### src/verilog/pec_params.svh
// Register offsets, field positions, event codes and reset values of the event counter
`ifndef PEC_PARAMS_SVH
`define PEC_PARAMS_SVH
`define PEC_ADR_SEL      4'h0
`define PEC_ADR_CNT_LO   4'h1
`define PEC_ADR_CNT_HI   4'h2
`define PEC_ADR_STATUS   4'h3
`define PEC_SEL_RESET    32'h0000_0000
`define PEC_EVT_LSB      0
`define PEC_EVT_MSB      7
`define PEC_UMASK_LSB    8
`define PEC_UMASK_MSB    15
`define PEC_CORE_LSB     14
`define PEC_CORE_MSB     15
`define PEC_EN_BIT       22
`define PEC_EV_L2REJ     8'h30
`define PEC_EV_L2IDLE    8'h32
`define PEC_EV_UNHALT    8'h3C
`define PEC_EV_L1PREF    8'h4F
`define PEC_EV_BUSSNP    8'h77
`define PEC_EV_XSNOOP    8'h78
`define PEC_EV_BUSIDLE   8'h7D
`define PEC_EV_DRDY      8'h62
`define PEC_UM_CORECYC   8'h00
`define PEC_UM_REFCYC    8'h01
`define PEC_UM_SERIAL    8'h02
`define PEC_UM_ALLAGENT  8'h20
`define PEC_CORE_ALL     2'h3
`define PEC_CORE_THIS    2'h1
`define PEC_CNT_RESET    40'h00_0000_0000
`define PEC_CNT_ONE      40'h00_0000_0001
`endif

### src/verilog/pec_pkg.sv
// Types shared by the event counter files
package pec_pkg;
    typedef logic [7:0]  pec_code_t;
    typedef logic [39:0] pec_count_t;
    typedef logic [31:0] pec_word_t;
endpackage

### src/verilog/pec_counter.sv
// Per-core performance event counter with a classic Wishbone register slave
// Operation
// - Count the selected condition only while the core is active.
// - A halted core that is being snooped still counts as active.
// - Unit mask bits 15:14 choose this core only or either core.
// - Subfield 11B counts the condition for all cores alike.
// - Event 3CH cycle counts never advance while halted, even when snooped.
// - Bus data-ready clocks with mask 20H count every bus agent.
// - Event 30H counts cycles the second cache refuses requests.
// - Event 32H counts cycles with no request to the second cache.
// - Event 3C mask 00H counts unhalted core clock cycles.
// - Event 3C mask 01H counts unhalted bus clock cycles.
// - Event 3C mask 02H counts bus cycles running while other core halts.
// - Event 4FH counts first cache prefetch requests, resubmissions included.
// - Event 78H mask 01H counts cross-core snoops of the data cache unit.
// - Cross-core snoops use the store port and stall ordinary stores.
// - Event 7DH counts bus cycles with no outstanding transaction.
// - Event 77H counts clean, hit and hit-modified external snoop responses.
`timescale 1ns/1ps
`include "pec_params.svh"
module pec_counter (
    input  wire logic             sys_clk,
    input  wire logic             resetn,
    // Wishbone slave
    input  wire logic             wb_cyc_i,
    input  wire logic             wb_stb_i,
    input  wire logic             wb_we_i,
    input  wire logic [3:0]       wb_adr_i,
    input  wire logic [3:0]       wb_sel_i,
    input  wire pec_pkg::pec_word_t wb_dat_i,
    output pec_pkg::pec_word_t    wb_dat_o,
    output logic                  wb_ack_o,
    // Core condition inputs, asynchronous to sys_clk
    input  wire logic             coreRunning,
    input  wire logic             coreSnooped,
    input  wire logic             otherCoreRunning,
    input  wire logic             otherCoreSnooped,
    input  wire logic             busClockTick,
    input  wire logic             cacheRefuse,
    input  wire logic             cacheRefuseOther,
    input  wire logic             cacheIdleRequest,
    input  wire logic             cacheIdleRequestOther,
    input  wire logic             prefetchRequest,
    input  wire logic             prefetchRequestOther,
    input  wire logic             crossCoreSnoop,
    input  wire logic             busOutstanding,
    input  wire logic             busDataReadyOwn,
    input  wire logic             busDataReadyAny,
    input  wire logic             snoopResponse,
    input  wire logic             storeRequest,
    // Store port arbitration and core activity flag
    output logic                  storeGrant,
    output logic                  snoopOnStorePort,
    output logic                  counterActive
);
    import pec_pkg::*;

    localparam int NSYNC = 17;

    logic [NSYNC-1:0] syncIn;
    logic [NSYNC-1:0] syncCond;
    pec_word_t        sel_ff;
    pec_count_t       count_ff;
    pec_count_t       nxt_count;
    pec_word_t        nxt_datO;
    logic             storeGrant_ff;
    logic             snoopPort_ff;
    logic             active_ff;
    logic             busTickPrev_ff;

    // Gather all pin-side conditions for the synchroniser
    assign syncIn = {coreRunning, coreSnooped, otherCoreRunning, otherCoreSnooped,
                     busClockTick, cacheRefuse, cacheRefuseOther, cacheIdleRequest,
                     cacheIdleRequestOther, prefetchRequest, prefetchRequestOther,
                     crossCoreSnoop, busOutstanding, busDataReadyOwn, busDataReadyAny,
                     snoopResponse, storeRequest};

    pec_sync #(.WIDTH(NSYNC)) uSync (
        .sys_clk (sys_clk),
        .resetn  (resetn),
        .asyncIn (syncIn),
        .syncOut (syncCond)
    );

    // Named synchronised conditions
    wire logic sRun      = syncCond[16];
    wire logic sSnooped  = syncCond[15];
    wire logic sOthRun   = syncCond[14];
    wire logic sOthSnp   = syncCond[13];
    wire logic sBusTick  = syncCond[12];
    wire logic sRej      = syncCond[11];
    wire logic sRejO     = syncCond[10];
    wire logic sIdle     = syncCond[9];
    wire logic sIdleO    = syncCond[8];
    wire logic sPref     = syncCond[7];
    wire logic sPrefO    = syncCond[6];
    wire logic sXSnoop   = syncCond[5];
    wire logic sBusOut   = syncCond[4];
    wire logic sDrdyOwn  = syncCond[3];
    wire logic sDrdyAny  = syncCond[2];
    wire logic sSnpResp  = syncCond[1];
    wire logic sStoreReq = syncCond[0];

    // Selects a per-core or all-core view of a shared condition
    function automatic logic pickScope(input logic [1:0] scope, input logic own, input logic other);
        pickScope = (scope == `PEC_CORE_ALL) ? (own | other) : own;
    endfunction

    // Event-select fields
    wire pec_code_t  evtCode = sel_ff[`PEC_EVT_MSB:`PEC_EVT_LSB];
    wire pec_code_t  uMask   = sel_ff[`PEC_UMASK_MSB:`PEC_UMASK_LSB];
    wire logic [1:0] scope   = sel_ff[`PEC_CORE_MSB:`PEC_CORE_LSB];
    wire logic       enable  = sel_ff[`PEC_EN_BIT];
    wire pec_code_t  lowMask = {2'h0, uMask[5:0]};

    // Activity: running code, or halted but snooped through coreSnooped (otherCoreSnooped only feeds the status register)
    wire logic coreActive = sRun | sSnooped;
    wire logic busEdge    = sBusTick & ~busTickPrev_ff;

    // Per-event hit decode
    wire logic hitRej    = (evtCode == `PEC_EV_L2REJ) & pickScope(scope, sRej, sRejO);
    wire logic hitIdle   = (evtCode == `PEC_EV_L2IDLE) & pickScope(scope, sIdle, sIdleO);
    wire logic isUnhalt  = (evtCode == `PEC_EV_UNHALT);
    wire logic hitCore   = isUnhalt & (uMask == `PEC_UM_CORECYC) & sRun;
    wire logic hitRef    = isUnhalt & (uMask == `PEC_UM_REFCYC) & sRun & busEdge;
    wire logic hitSerial = isUnhalt & (uMask == `PEC_UM_SERIAL) & sRun & ~sOthRun & busEdge;
    wire logic hitPref   = (evtCode == `PEC_EV_L1PREF) & (lowMask == `PEC_UM_CORECYC)
                           & pickScope(scope, sPref, sPrefO);
    wire logic hitXSnoop = (evtCode == `PEC_EV_XSNOOP) & (lowMask == `PEC_UM_REFCYC) & sXSnoop;
    wire logic hitBusIdl = (evtCode == `PEC_EV_BUSIDLE) & (lowMask == `PEC_UM_CORECYC)
                           & ~sBusOut & busEdge;
    wire logic hitSnpRsp = (evtCode == `PEC_EV_BUSSNP) & (lowMask == `PEC_UM_CORECYC) & sSnpResp;
    wire logic drdyAll   = (uMask == `PEC_UM_ALLAGENT) | (scope == `PEC_CORE_ALL);
    wire logic hitDrdy   = (evtCode == `PEC_EV_DRDY) & (drdyAll ? sDrdyAny : sDrdyOwn);

    // Cycle events already carry their own halt qualification
    wire logic hitCycle  = hitCore | hitRef | hitSerial;
    wire logic hitOther  = hitRej | hitIdle | hitPref | hitXSnoop | hitBusIdl | hitSnpRsp | hitDrdy;
    wire logic doCount   = enable & (hitCycle | (hitOther & coreActive));

    // Wishbone decode
    wire logic wbReq    = wb_cyc_i & wb_stb_i & ~wb_ack_o;
    wire logic wbWrite  = wbReq & wb_we_i;
    wire logic wrSel    = wbWrite & (wb_adr_i == `PEC_ADR_SEL);
    wire logic wrCntLo  = wbWrite & (wb_adr_i == `PEC_ADR_CNT_LO);
    wire logic wrCntHi  = wbWrite & (wb_adr_i == `PEC_ADR_CNT_HI);

    // Byte-lane merge for register writes
    function automatic pec_word_t laneMerge(input pec_word_t old, input pec_word_t dat, input logic [3:0] sel);
        pec_word_t r;
        r = old;
        for (int i = 0; i < 4; i++) begin
            if (sel[i]) begin
                r[i*8 +: 8] = dat[i*8 +: 8];
            end
        end
        laneMerge = r;
    endfunction

    // Next counter value: software write wins over counting
    always_comb begin
        nxt_count = count_ff;
        if (wrCntLo) begin
            nxt_count[31:0] = laneMerge(count_ff[31:0], wb_dat_i, wb_sel_i);
        end else if (wrCntHi) begin
            nxt_count[39:32] = wb_sel_i[0] ? wb_dat_i[7:0] : count_ff[39:32];
        end else if (doCount) begin
            nxt_count = count_ff + `PEC_CNT_ONE;
        end
    end

    // Read data multiplexer, unmapped reads return zero
    always_comb begin
        case (wb_adr_i)
            `PEC_ADR_SEL:    nxt_datO = sel_ff;
            `PEC_ADR_CNT_LO: nxt_datO = count_ff[31:0];
            `PEC_ADR_CNT_HI: nxt_datO = {24'h00_0000, count_ff[39:32]};
            `PEC_ADR_STATUS: nxt_datO = {27'h000_0000, sOthSnp, snoopPort_ff, coreActive, sOthRun, sRun};
            default:         nxt_datO = 32'h0000_0000;
        endcase
    end

    // Event-select register
    always_ff @(posedge sys_clk or negedge resetn) begin
        if (!resetn) begin
            sel_ff <= `PEC_SEL_RESET;
        end else if (wrSel) begin
            sel_ff <= laneMerge(sel_ff, wb_dat_i, wb_sel_i);
        end
    end

    // Counter
    always_ff @(posedge sys_clk or negedge resetn) begin
        if (!resetn) begin
            count_ff <= `PEC_CNT_RESET;
        end else begin
            count_ff <= nxt_count;
        end
    end

    // Bus answer: one-cycle ack, data registered with it
    always_ff @(posedge sys_clk or negedge resetn) begin
        if (!resetn) begin
            wb_ack_o <= 1'b0;
            wb_dat_o <= 32'h0000_0000;
        end else begin
            wb_ack_o <= wbReq;
            wb_dat_o <= wbReq ? nxt_datO : 32'h0000_0000;
        end
    end

    // Store port, activity and bus tick registers: a cross-core snoop takes the port ahead of a store
    always_ff @(posedge sys_clk or negedge resetn) begin
        if (!resetn) begin
            storeGrant_ff  <= 1'b0;
            snoopPort_ff   <= 1'b0;
            active_ff      <= 1'b0;
            busTickPrev_ff <= 1'b0;
        end else begin
            snoopPort_ff   <= sXSnoop;
            storeGrant_ff  <= sStoreReq & ~sXSnoop;
            active_ff      <= coreActive;
            busTickPrev_ff <= sBusTick;
        end
    end

    assign storeGrant       = storeGrant_ff;
    assign snoopOnStorePort = snoopPort_ff;
    assign counterActive    = active_ff;

    // Counting advances only when enabled and a selected event fires
    count_hold_a: assert property (@(posedge sys_clk) disable iff (!resetn)
        (!$past(doCount) && !$past(wrCntLo) && !$past(wrCntHi)) |-> count_ff == $past(count_ff))
        else $error("counter moved without a matching event");
    count_step_a: assert property (@(posedge sys_clk) disable iff (!resetn)
        (doCount && !wrCntLo && !wrCntHi) |=> count_ff == $past(count_ff) + `PEC_CNT_ONE)
        else $error("counter missed a matching event");
    enable_off_a: assert property (@(posedge sys_clk) disable iff (!resetn)
        !enable |-> !doCount)
        else $error("counted while disabled");
    halt_freeze_a: assert property (@(posedge sys_clk) disable iff (!resetn)
        (isUnhalt && !sRun) |-> !doCount)
        else $error("unhalted cycle event counted while halted");
    inactive_hold_a: assert property (@(posedge sys_clk) disable iff (!resetn)
        (!sRun && !sSnooped) |-> !doCount)
        else $error("count while core inactive");
    snooped_active_a: assert property (@(posedge sys_clk) disable iff (!resetn)
        (enable && !sRun && sSnooped && evtCode == `PEC_EV_L2REJ && sRej) |-> doCount)
        else $error("snooped halted core not counting");
    scope_all_a: assert property (@(posedge sys_clk) disable iff (!resetn)
        (enable && coreActive && scope == `PEC_CORE_ALL && evtCode == `PEC_EV_L2REJ && sRejO) |-> doCount)
        else $error("all-core scope missed other core event");
    scope_own_a: assert property (@(posedge sys_clk) disable iff (!resetn)
        (scope == `PEC_CORE_THIS && evtCode == `PEC_EV_L2REJ && !sRej) |-> !doCount)
        else $error("own-core scope counted other core");
    idle_scope_a: assert property (@(posedge sys_clk) disable iff (!resetn)
        (enable && coreActive && scope == `PEC_CORE_ALL && evtCode == `PEC_EV_L2IDLE && sIdleO) |-> doCount)
        else $error("all-core scope missed other core idle cycle");
    prefetch_other_a: assert property (@(posedge sys_clk) disable iff (!resetn)
        (enable && coreActive && scope == `PEC_CORE_ALL && evtCode == `PEC_EV_L1PREF
         && lowMask == `PEC_UM_CORECYC && sPrefO) |-> doCount)
        else $error("all-core scope missed other core prefetch");

    // Each selected condition adds one while the core is active
    refuse_count_a: assert property (@(posedge sys_clk) disable iff (!resetn)
        (enable && coreActive && evtCode == `PEC_EV_L2REJ && sRej) |-> doCount)
        else $error("refused cycle not counted");
    idle_count_a: assert property (@(posedge sys_clk) disable iff (!resetn)
        (enable && coreActive && evtCode == `PEC_EV_L2IDLE && sIdle) |-> doCount)
        else $error("idle request cycle not counted");
    prefetch_count_a: assert property (@(posedge sys_clk) disable iff (!resetn)
        (enable && coreActive && evtCode == `PEC_EV_L1PREF && uMask == `PEC_UM_CORECYC && sPref) |-> doCount)
        else $error("prefetch request not counted");
    xsnoop_count_a: assert property (@(posedge sys_clk) disable iff (!resetn)
        (enable && coreActive && evtCode == `PEC_EV_XSNOOP && uMask == `PEC_UM_REFCYC && sXSnoop) |-> doCount)
        else $error("cross-core snoop not counted");
    snoop_resp_a: assert property (@(posedge sys_clk) disable iff (!resetn)
        (enable && coreActive && evtCode == `PEC_EV_BUSSNP && uMask == `PEC_UM_CORECYC && sSnpResp) |-> doCount)
        else $error("snoop response not counted");
    ready_all_a: assert property (@(posedge sys_clk) disable iff (!resetn)
        (enable && coreActive && evtCode == `PEC_EV_DRDY && uMask == `PEC_UM_ALLAGENT && sDrdyAny) |-> doCount)
        else $error("any-agent data ready not counted");

    // Cycle events follow the running core and the bus clock edges
    core_cycle_a: assert property (@(posedge sys_clk) disable iff (!resetn)
        (enable && isUnhalt && uMask == `PEC_UM_CORECYC && sRun) |-> doCount)
        else $error("running core cycle not counted");
    ref_cycle_a: assert property (@(posedge sys_clk) disable iff (!resetn)
        (enable && isUnhalt && uMask == `PEC_UM_REFCYC && sRun && busEdge) |-> doCount)
        else $error("reference bus cycle not counted");
    ref_tick_a: assert property (@(posedge sys_clk) disable iff (!resetn)
        (isUnhalt && uMask == `PEC_UM_REFCYC && !busEdge) |-> !doCount)
        else $error("reference cycle counted without bus edge");
    serial_other_a: assert property (@(posedge sys_clk) disable iff (!resetn)
        (isUnhalt && uMask == `PEC_UM_SERIAL && sOthRun) |-> !doCount)
        else $error("serial cycle counted while other core runs");
    bus_idle_a: assert property (@(posedge sys_clk) disable iff (!resetn)
        (evtCode == `PEC_EV_BUSIDLE && sBusOut) |-> !doCount)
        else $error("bus idle counted with outstanding transaction");
    bus_idle_count_a: assert property (@(posedge sys_clk) disable iff (!resetn)
        (enable && coreActive && evtCode == `PEC_EV_BUSIDLE && uMask == `PEC_UM_CORECYC
         && !sBusOut && busEdge) |-> doCount)
        else $error("idle bus cycle not counted");

    // Store port and bus answer
    store_yield_a: assert property (@(posedge sys_clk) disable iff (!resetn)
        sXSnoop |=> !storeGrant && snoopOnStorePort)
        else $error("store granted during cross-core snoop");
    wb_ack_a: assert property (@(posedge sys_clk) disable iff (!resetn)
        wb_ack_o |=> !wb_ack_o)
        else $error("ack held longer than one cycle");
endmodule

### src/verilog/pec_sync.sv
// Two-flip-flop synchroniser for a vector of asynchronous condition inputs
`timescale 1ns/1ps
module pec_sync #(
    parameter int WIDTH = 1
) (
    input  wire logic             sys_clk,
    input  wire logic             resetn,
    input  wire logic [WIDTH-1:0] asyncIn,
    output logic      [WIDTH-1:0] syncOut
);
    logic [WIDTH-1:0] stage1_ff;

    // First stage feeds only the second stage
    always_ff @(posedge sys_clk or negedge resetn) begin
        if (!resetn) begin
            stage1_ff <= '0;
            syncOut   <= '0;
        end else begin
            stage1_ff <= asyncIn;
            syncOut   <= stage1_ff;
        end
    end
endmodule

### config.mk
export PLATFORM = sky130hd
export DESIGN_NAME = pec_counter
export DESIGN_NICKNAME = d
export VERILOG_FILES = /design/src/verilog/pec_pkg.sv /design/src/verilog/pec_counter.sv /design/src/verilog/pec_sync.sv
export VERILOG_INCLUDE_DIRS = /design/src /design/src/verilog
export SDC_FILE = /design/constraint.sdc
export NUM_CORES = 1
export LEC_CHECK = 0
export BUFFER_PORTS_ARGS = -buffer_cell sky130_fd_sc_hd__buf_2
export CORE_ASPECT_RATIO = 0.6
export CORE_UTILIZATION = 45
export DETAILED_ROUTE_END_ITERATION = 8
export GPL_ROUTABILITY_DRIVEN = 0
export GPL_TIMING_DRIVEN = 0
export PLACE_DENSITY = 0.73
export REMOVE_ABC_BUFFERS = 1
export SYNTH_ARGS = -nofsm -noshare
export SYNTH_HDL_FRONTEND = slang
export SYNTH_SLANG_ARGS = --single-unit
### constraint.sdc
create_clock -name sys_clk -period 2.4 [get_ports sys_clk]
set_input_delay 0.72 -clock sys_clk [delete_from_list [all_inputs] [get_ports sys_clk]]
set_output_delay 0.72 -clock sys_clk [all_outputs]
set_load 0.03 [all_outputs]
### After elaboration in Yosys (flattened, before gate mapping)

Cells that the tools add are included.

* register bits: 143
* input bits: 62
* output and inout bits: 36
* word-level logic and storage cells: 119

* add/sub/neg operators: 1
* equal/unequal tests: 22
* multiplexer cells: 14
* bitwise operators: 51
* reductions and logical operators: 14

Operators by type and width (count)
* 32-bit one-hot mux with 4 select lines: 1
* 32-bit 2-to-1 mux: 3
* 40-bit by 1-bit adder with 40-bit output (second input constant): 1
* 8-bit by 7-bit equality test with 1-bit output (second input constant): 5
* 40-bit 2-to-1 mux: 1
* 8-bit 2-to-1 mux: 5
* 8-bit by 6-bit equality test with 1-bit output (second input constant): 4
* 1-bit bitwise AND: 31
* 8-bit logical NOT: 2
* 3-bit AND reduction: 5
* 1-bit OR: 14
* 2-bit inequality test (second input constant): 6
* 4-bit by 2-bit equality test with 1-bit output (second input constant): 2
* 8-bit by 1-bit equality test with 1-bit output (second input constant): 1
* 8-bit by 2-bit equality test with 1-bit output (second input constant): 1
* 2-bit AND reduction: 4
* 6-bit by 1-bit equality test with 1-bit output (second input constant): 1
* 1-bit NOT: 6
* 4-bit by 1-bit equality test with 1-bit output (second input constant): 1
* 4-bit logical NOT: 1
* 1-bit 2-to-1 mux: 4
* 2-bit nonzero test: 2
* 2-bit equality test (second input constant): 1

### Depth between registers and ports, before layout

* depth in word-level cells: 15
* gate-level depth with buffers: 10
* depth with buffers taken out: 7

### By module

Synthesis repeated with hierarchy kept, for this count alone.

* cells, all modules: 667
* area total of the unflattened synthesis: 6993.0 µm²

By module, submodules not included
* pec_counter: instances 1, cells an instance 633, area an instance 6142.1 µm², sequential area each 2727.6 µm²
* pec_sync: instances 1, cells an instance 34, area an instance 850.8 µm², sequential area each 850.8 µm²

### Worst setup path before layout

Ideal clock, no wire load.

* path kind: input-to-reg
* start: in wb_cyc_i
* end: reg count_ff[7]
* arrival time: 2.325 ns
* data required time: 2.306 ns
* setup slack: -0.019 ns
* stages: 7
* path buffers: 1
* cells stage by stage: and4b_1 -> clkbuf_1 -> and2_0 -> nor2_1 -> o211ai_4 -> or4_1 -> a211oi_1

* word-level cells in the longest chain between the ends: 6
* elaborated cells between the ends (all ways): 10
* classes of those cells: eq/ne (2); mux (1); bitwise (5); reduce/logical (2)

RTL lines
* from (decl): line pec_counter.sv:25 `input wire logic wb_cyc_i,`
* 1-bit bitwise AND * (2 in series): line pec_counter.sv:142 `wire logic wbReq = wb_cyc_i & wb_stb_i & ~wb_ack_o;`
* 1-bit bitwise AND *: line pec_counter.sv:143 `wire logic wbWrite = wbReq & wb_we_i;`
* 1-bit bitwise AND (on tied branches): line pec_counter.sv:145, pec_counter.sv:146
* 2-bit inequality test (no source line) or 2-bit nonzero test (tied branches)
* 3-bit AND reduction (no source line)
* to (signal assigned): line pec_counter.sv:195 `` count_ff <= `PEC_CNT_RESET; ``
* to (signal assigned): line pec_counter.sv:197 `count_ff <= nxt_count;`
* to (decl): line pec_counter.sv:63 `pec_count_t count_ff;`

Mark *: on every way between the ends. The rest lies on a longest branch, timed or not.
A chain may end at the register's enable or synchronous reset.

### Worst setup path after layout

* start: reg sel_ff[9]
* end: reg count_ff[17]

* word-level cells in the longest chain between the ends: 13
* elaborated cells between the ends (all ways): 39
* classes of those cells: eq/ne (4); mux (1); bitwise (30); reduce/logical (4)

RTL lines
* from (decl): line pec_counter.sv:62 `pec_word_t sel_ff;`
* from (signal assigned): line pec_counter.sv:186 `` sel_ff <= `PEC_SEL_RESET; ``
* from (signal assigned): line pec_counter.sv:188 `sel_ff <= laneMerge(sel_ff, wb_dat_i, wb_sel_i);`
* 8-bit logical NOT (no source line)
* 1-bit bitwise AND (2 in series): line pec_counter.sv:127 `` wire logic hitPref = (evtCode == `PEC_EV_L1PREF) & (lowMask == `PEC_UM_CORECYC) ``
* 1-bit OR (5 in series): line pec_counter.sv:138 `wire logic hitOther = hitRej | hitIdle | hitPref | hitXSnoop | hitBusIdl | hitSnpRsp | hitDrdy;`
* 1-bit bitwise AND: line pec_counter.sv:139 `wire logic doCount = enable & (hitCycle | (hitOther & coreActive));`
* 1-bit OR *: line pec_counter.sv:139
* 1-bit bitwise AND *: line pec_counter.sv:139
* 2-bit nonzero test (no source line) *
* 3-bit AND reduction (no source line) *

Marks and branches as above.

==> results.ini <==
[floorplan]
die-area_um2 = 15300
dieHeight_um = 96.3
rows = 34
start_util_pct = 46.1
io_pins = 98
fp.dieW_um = 159
core_region_area_um2 = 14500

[detailed_routing]
drtIter0Drc = 717
wirelength_mm = 20.5
drt-wirelength-per-cell_um = 21.0
drtPass1Iterations = 8
drcViolationCount = 0
via_per_inst = 6.33
vias = 6175
antenna_left = 0

[place]
pre_cts_slack_ns = -1.67
numPortBuffers = 97
place_hpwl_mm = 13.1

[synth]
synthTopCellsByArea = dfrtp_1 (54%), mux2_2 (5.9%), nand2_1 (3.8%), nor2_1 (3.7%), a22oi_1 (3.2%)
synthesis.area_um2 = 6670
ys_async_sr_fraction_pct = 100
synth.avg_cell_area_um2 = 10.5
yosysUniqueCellTypes = 72
ys_warn_count = 0
yosysMostFrequentCell = dfrtp_1
syn_inst = 634
synthTopCellsByCount = dfrtp_1 (143), nand2_1 (68), nor2_1 (66)
yosys.area.top_type_share_pct = 53.6
synth_edf_count = 0
synth_area_leader_cell = dfrtp_1
synth_seq_cells = 143
synth_ff_type = dfrtp_1
seq_area_frac_synth_pct = 53.6

[finish]
multi_input_area_um2 = 3350
n_fill_cell = 1160
register_area_um2 = 3600
drive_gt1_share_pct = 37.8
syn_to_final_growth_pct = 30.4
layout.nets = 831
n_antenna_cell = 0

[critical_path]
crit_required_ns = 2.72
crit_top_cell = buf_4
cp.arrival_ns = 2.87
slowest_delay_ns = 0.44
critPathCaptureType = flip-flop
path_class = flip-flop to flip-flop
critical_path.cell_chain = and4bb_2, and3_4, a311oi_4, o221ai_4, buf_4, o211ai_4, buf_4, nor4_1, o31ai_1
startpoint_type = flip-flop
timing.critical_path.fanout_max = 7
crit_path_top_delay_cell = dfrtp_2

[cts]
htreeDepth = 4
clk_pin_slew_worst_paths_ns = 0.06
cts_tree = yes
clock_latency_ns = 0.42
root_buffer = clkbuf_16
cts_buffers = 17
cts.sinks = 143
cts_max_path_buffers = 2

[pwr]
swShare_pct = 25.9
power_frac_seq_pct = 48.2
power.total_uw = 5690
power.switching_uw = 1470
comb_power_share_pct = 9.0
power.leakage_uw = 0.00377
irDropWorstVdd_mv = 0.493
p_clk_share_pct = 42.8
p_per_area_nw_per_um2 = 654
intPower_uw = 4220

[timing]
period_share_pct = 106
report.final.setup_viol = 24
clock_skew_ns = 0.00954
tightest_slew_ns = 1.19
hold_viol_final = 0
period_needed_ns = 2.54
setup_ws_ns = -0.143
rsz0062_at_grt = yes
fmax_mhz = 393
relSlewSlack_pct = 20.4
drv_slew = 0

[grt]
grt_pass1_vias = 5848
grt_pass1_wl_mm = 31.4
grt_max_degree = 78
grt_usage_pct = 27.4
grt_remaining_overflow = 0
antenna_found_initial = 0

[job]
maxCapViolCount = 0

[status]
status = finished, violations left
violations = negative setup slack

[min_path]
hold_class = primary input to async pin

power by group through the flow:
stage / registers [µW] / logic (µW) / clock network [µW]
final: 2740 / 512 / 2430
after global routing: 2760 / 562 / 2580
after CTS: 2720 / 475 / 2460
after detailed placement: 2760 / 415 / 0
after global placement: 2750 / 390 / 0
after floorplan: 2710 / 222 / 0
critical path: cells and delay by family, from the launching register on:
family,cells,cell delay [ns]
AO/OA/AOI/OAI,4,1.14
AND/OR/NAND/NOR,3,0.49
flip-flops,1,0.44
buffers and inverters,2,0.37
state kept, by name, indices dropped and copies added, names as in the netlist:
name,flops
storeGrant,1
wb_dat_o,32
snoopOnStorePort,1
sel_ff,32
uSync.stage1_ff,17
count_ff,40
counterActive,1
uSync.syncOut,17
wb_ack_o,1
busTickPrev_ff,1
timing repair:
| item | CTS | global route |
|---|---|---|
| hold buffers | 0 | 0 |
| setup endpoints to repair | 72 | 36 |
| pin swaps | 14 | 26 |
| cloned | 2 | 0 |
| gates resized for setup | 57 | 50 |
| buffers inserted | 25 | 14 |
cell type report:
cell class	instances	area share (%)
Timing Repair Buffer	141	10.5
Clock buffer	18	5.05
Multi-Input combinational cell	451	38.5
Clock inverter	11	1.11
Inverter	14	0.604
Sequential cell	143	41.4
Tap cell	198	2.85
metal layers:
layer	track usage, %	vias to the layer above	wire length, µm
met4	9.46	0	444
met5	0	-	0
met1	37.5	3017	8630
met3	11.3	56	2730
met2	39.0	435	8680
li1	-	2667	-
per-stage QoR:
stage	std cells	setup TNS, ns	area (µm²)	hold WS (ns)	utilization (%)
floorplan	606	-140.76	6560	0.331	-
global placement	901	-590.08	7290	0.334	50.4
detailed placement	906	-80.71	7380	0.335	51.0
CTS	962	-0.116	8400	0.345	58.1
global route	976	-2.89	8700	0.357	60.2
finish	976	-1.36	8700	0.322	60.2
worst paths after layout:
check / start / endpoint / slack (ns) / cells after the start
worst min-delay path: resetn / wb_dat_o[3] / 0.32 / 1
max in group asynchronous: resetn / sel_ff[8] / 1.25 / 2
min in group sys_clk: uSync.stage1_ff[0] / uSync.syncOut[0] / 0.35 / 0
worst max-delay path: sel_ff[9] / count_ff[17] / -0.14 / 9
worst min register to register: uSync.stage1_ff[0] / uSync.syncOut[0] / 0.35 / 0
worst max register to register: sel_ff[9] / count_ff[17] / -0.14 / 9
cell usage in the layout (no fill, tap or decap), types with 4 or more instances in the layout:
cell type / synthesis / layout
inv_1: 14 / 14
a22oi_1: 28 / 28
nor2_4: 0 / 6
mux2i_1: 5 / 5
nand3_1: 25 / 22
and4bb_2: 4 / 4
nand2_1: 68 / 62
nor3_1: 23 / 19
o41a_1: 4 / 4
or3_1: 13 / 11
o21ai_0: 11 / 8
a21oi_1: 16 / 14
clkbuf_16: 0 / 17
nor2_1: 66 / 59
o31a_1: 4 / 4
mux2_2: 35 / 35
clkinvlp_4: 0 / 5
nand4_1: 16 / 16
or4_4: 0 / 4
o211ai_1: 9 / 9
o31ai_1: 4 / 4
dfrtp_1: 143 / 125
o32ai_1: 5 / 4
nand2_2: 0 / 4
buf_4: 2 / 32
and3_1: 13 / 12
dfrtp_2: 0 / 18
or4_1: 12 / 8
buf_2: 3 / 94
clkinv_2: 0 / 4
buf_6: 0 / 10
a311oi_1: 8 / 6
kinds of logic after synthesis:
group / share of synthesized area [%]
AO/OA/AOI/OAI: 15.1
multiplexers: 7.00
adder cells (fa/ha/maj): 0.188
flip-flops: 53.6
XOR/XNOR: 0.131
buffers and inverters: 2.53
AND/OR/NAND/NOR: 21.4
Power figures use the tool's default switching activity.
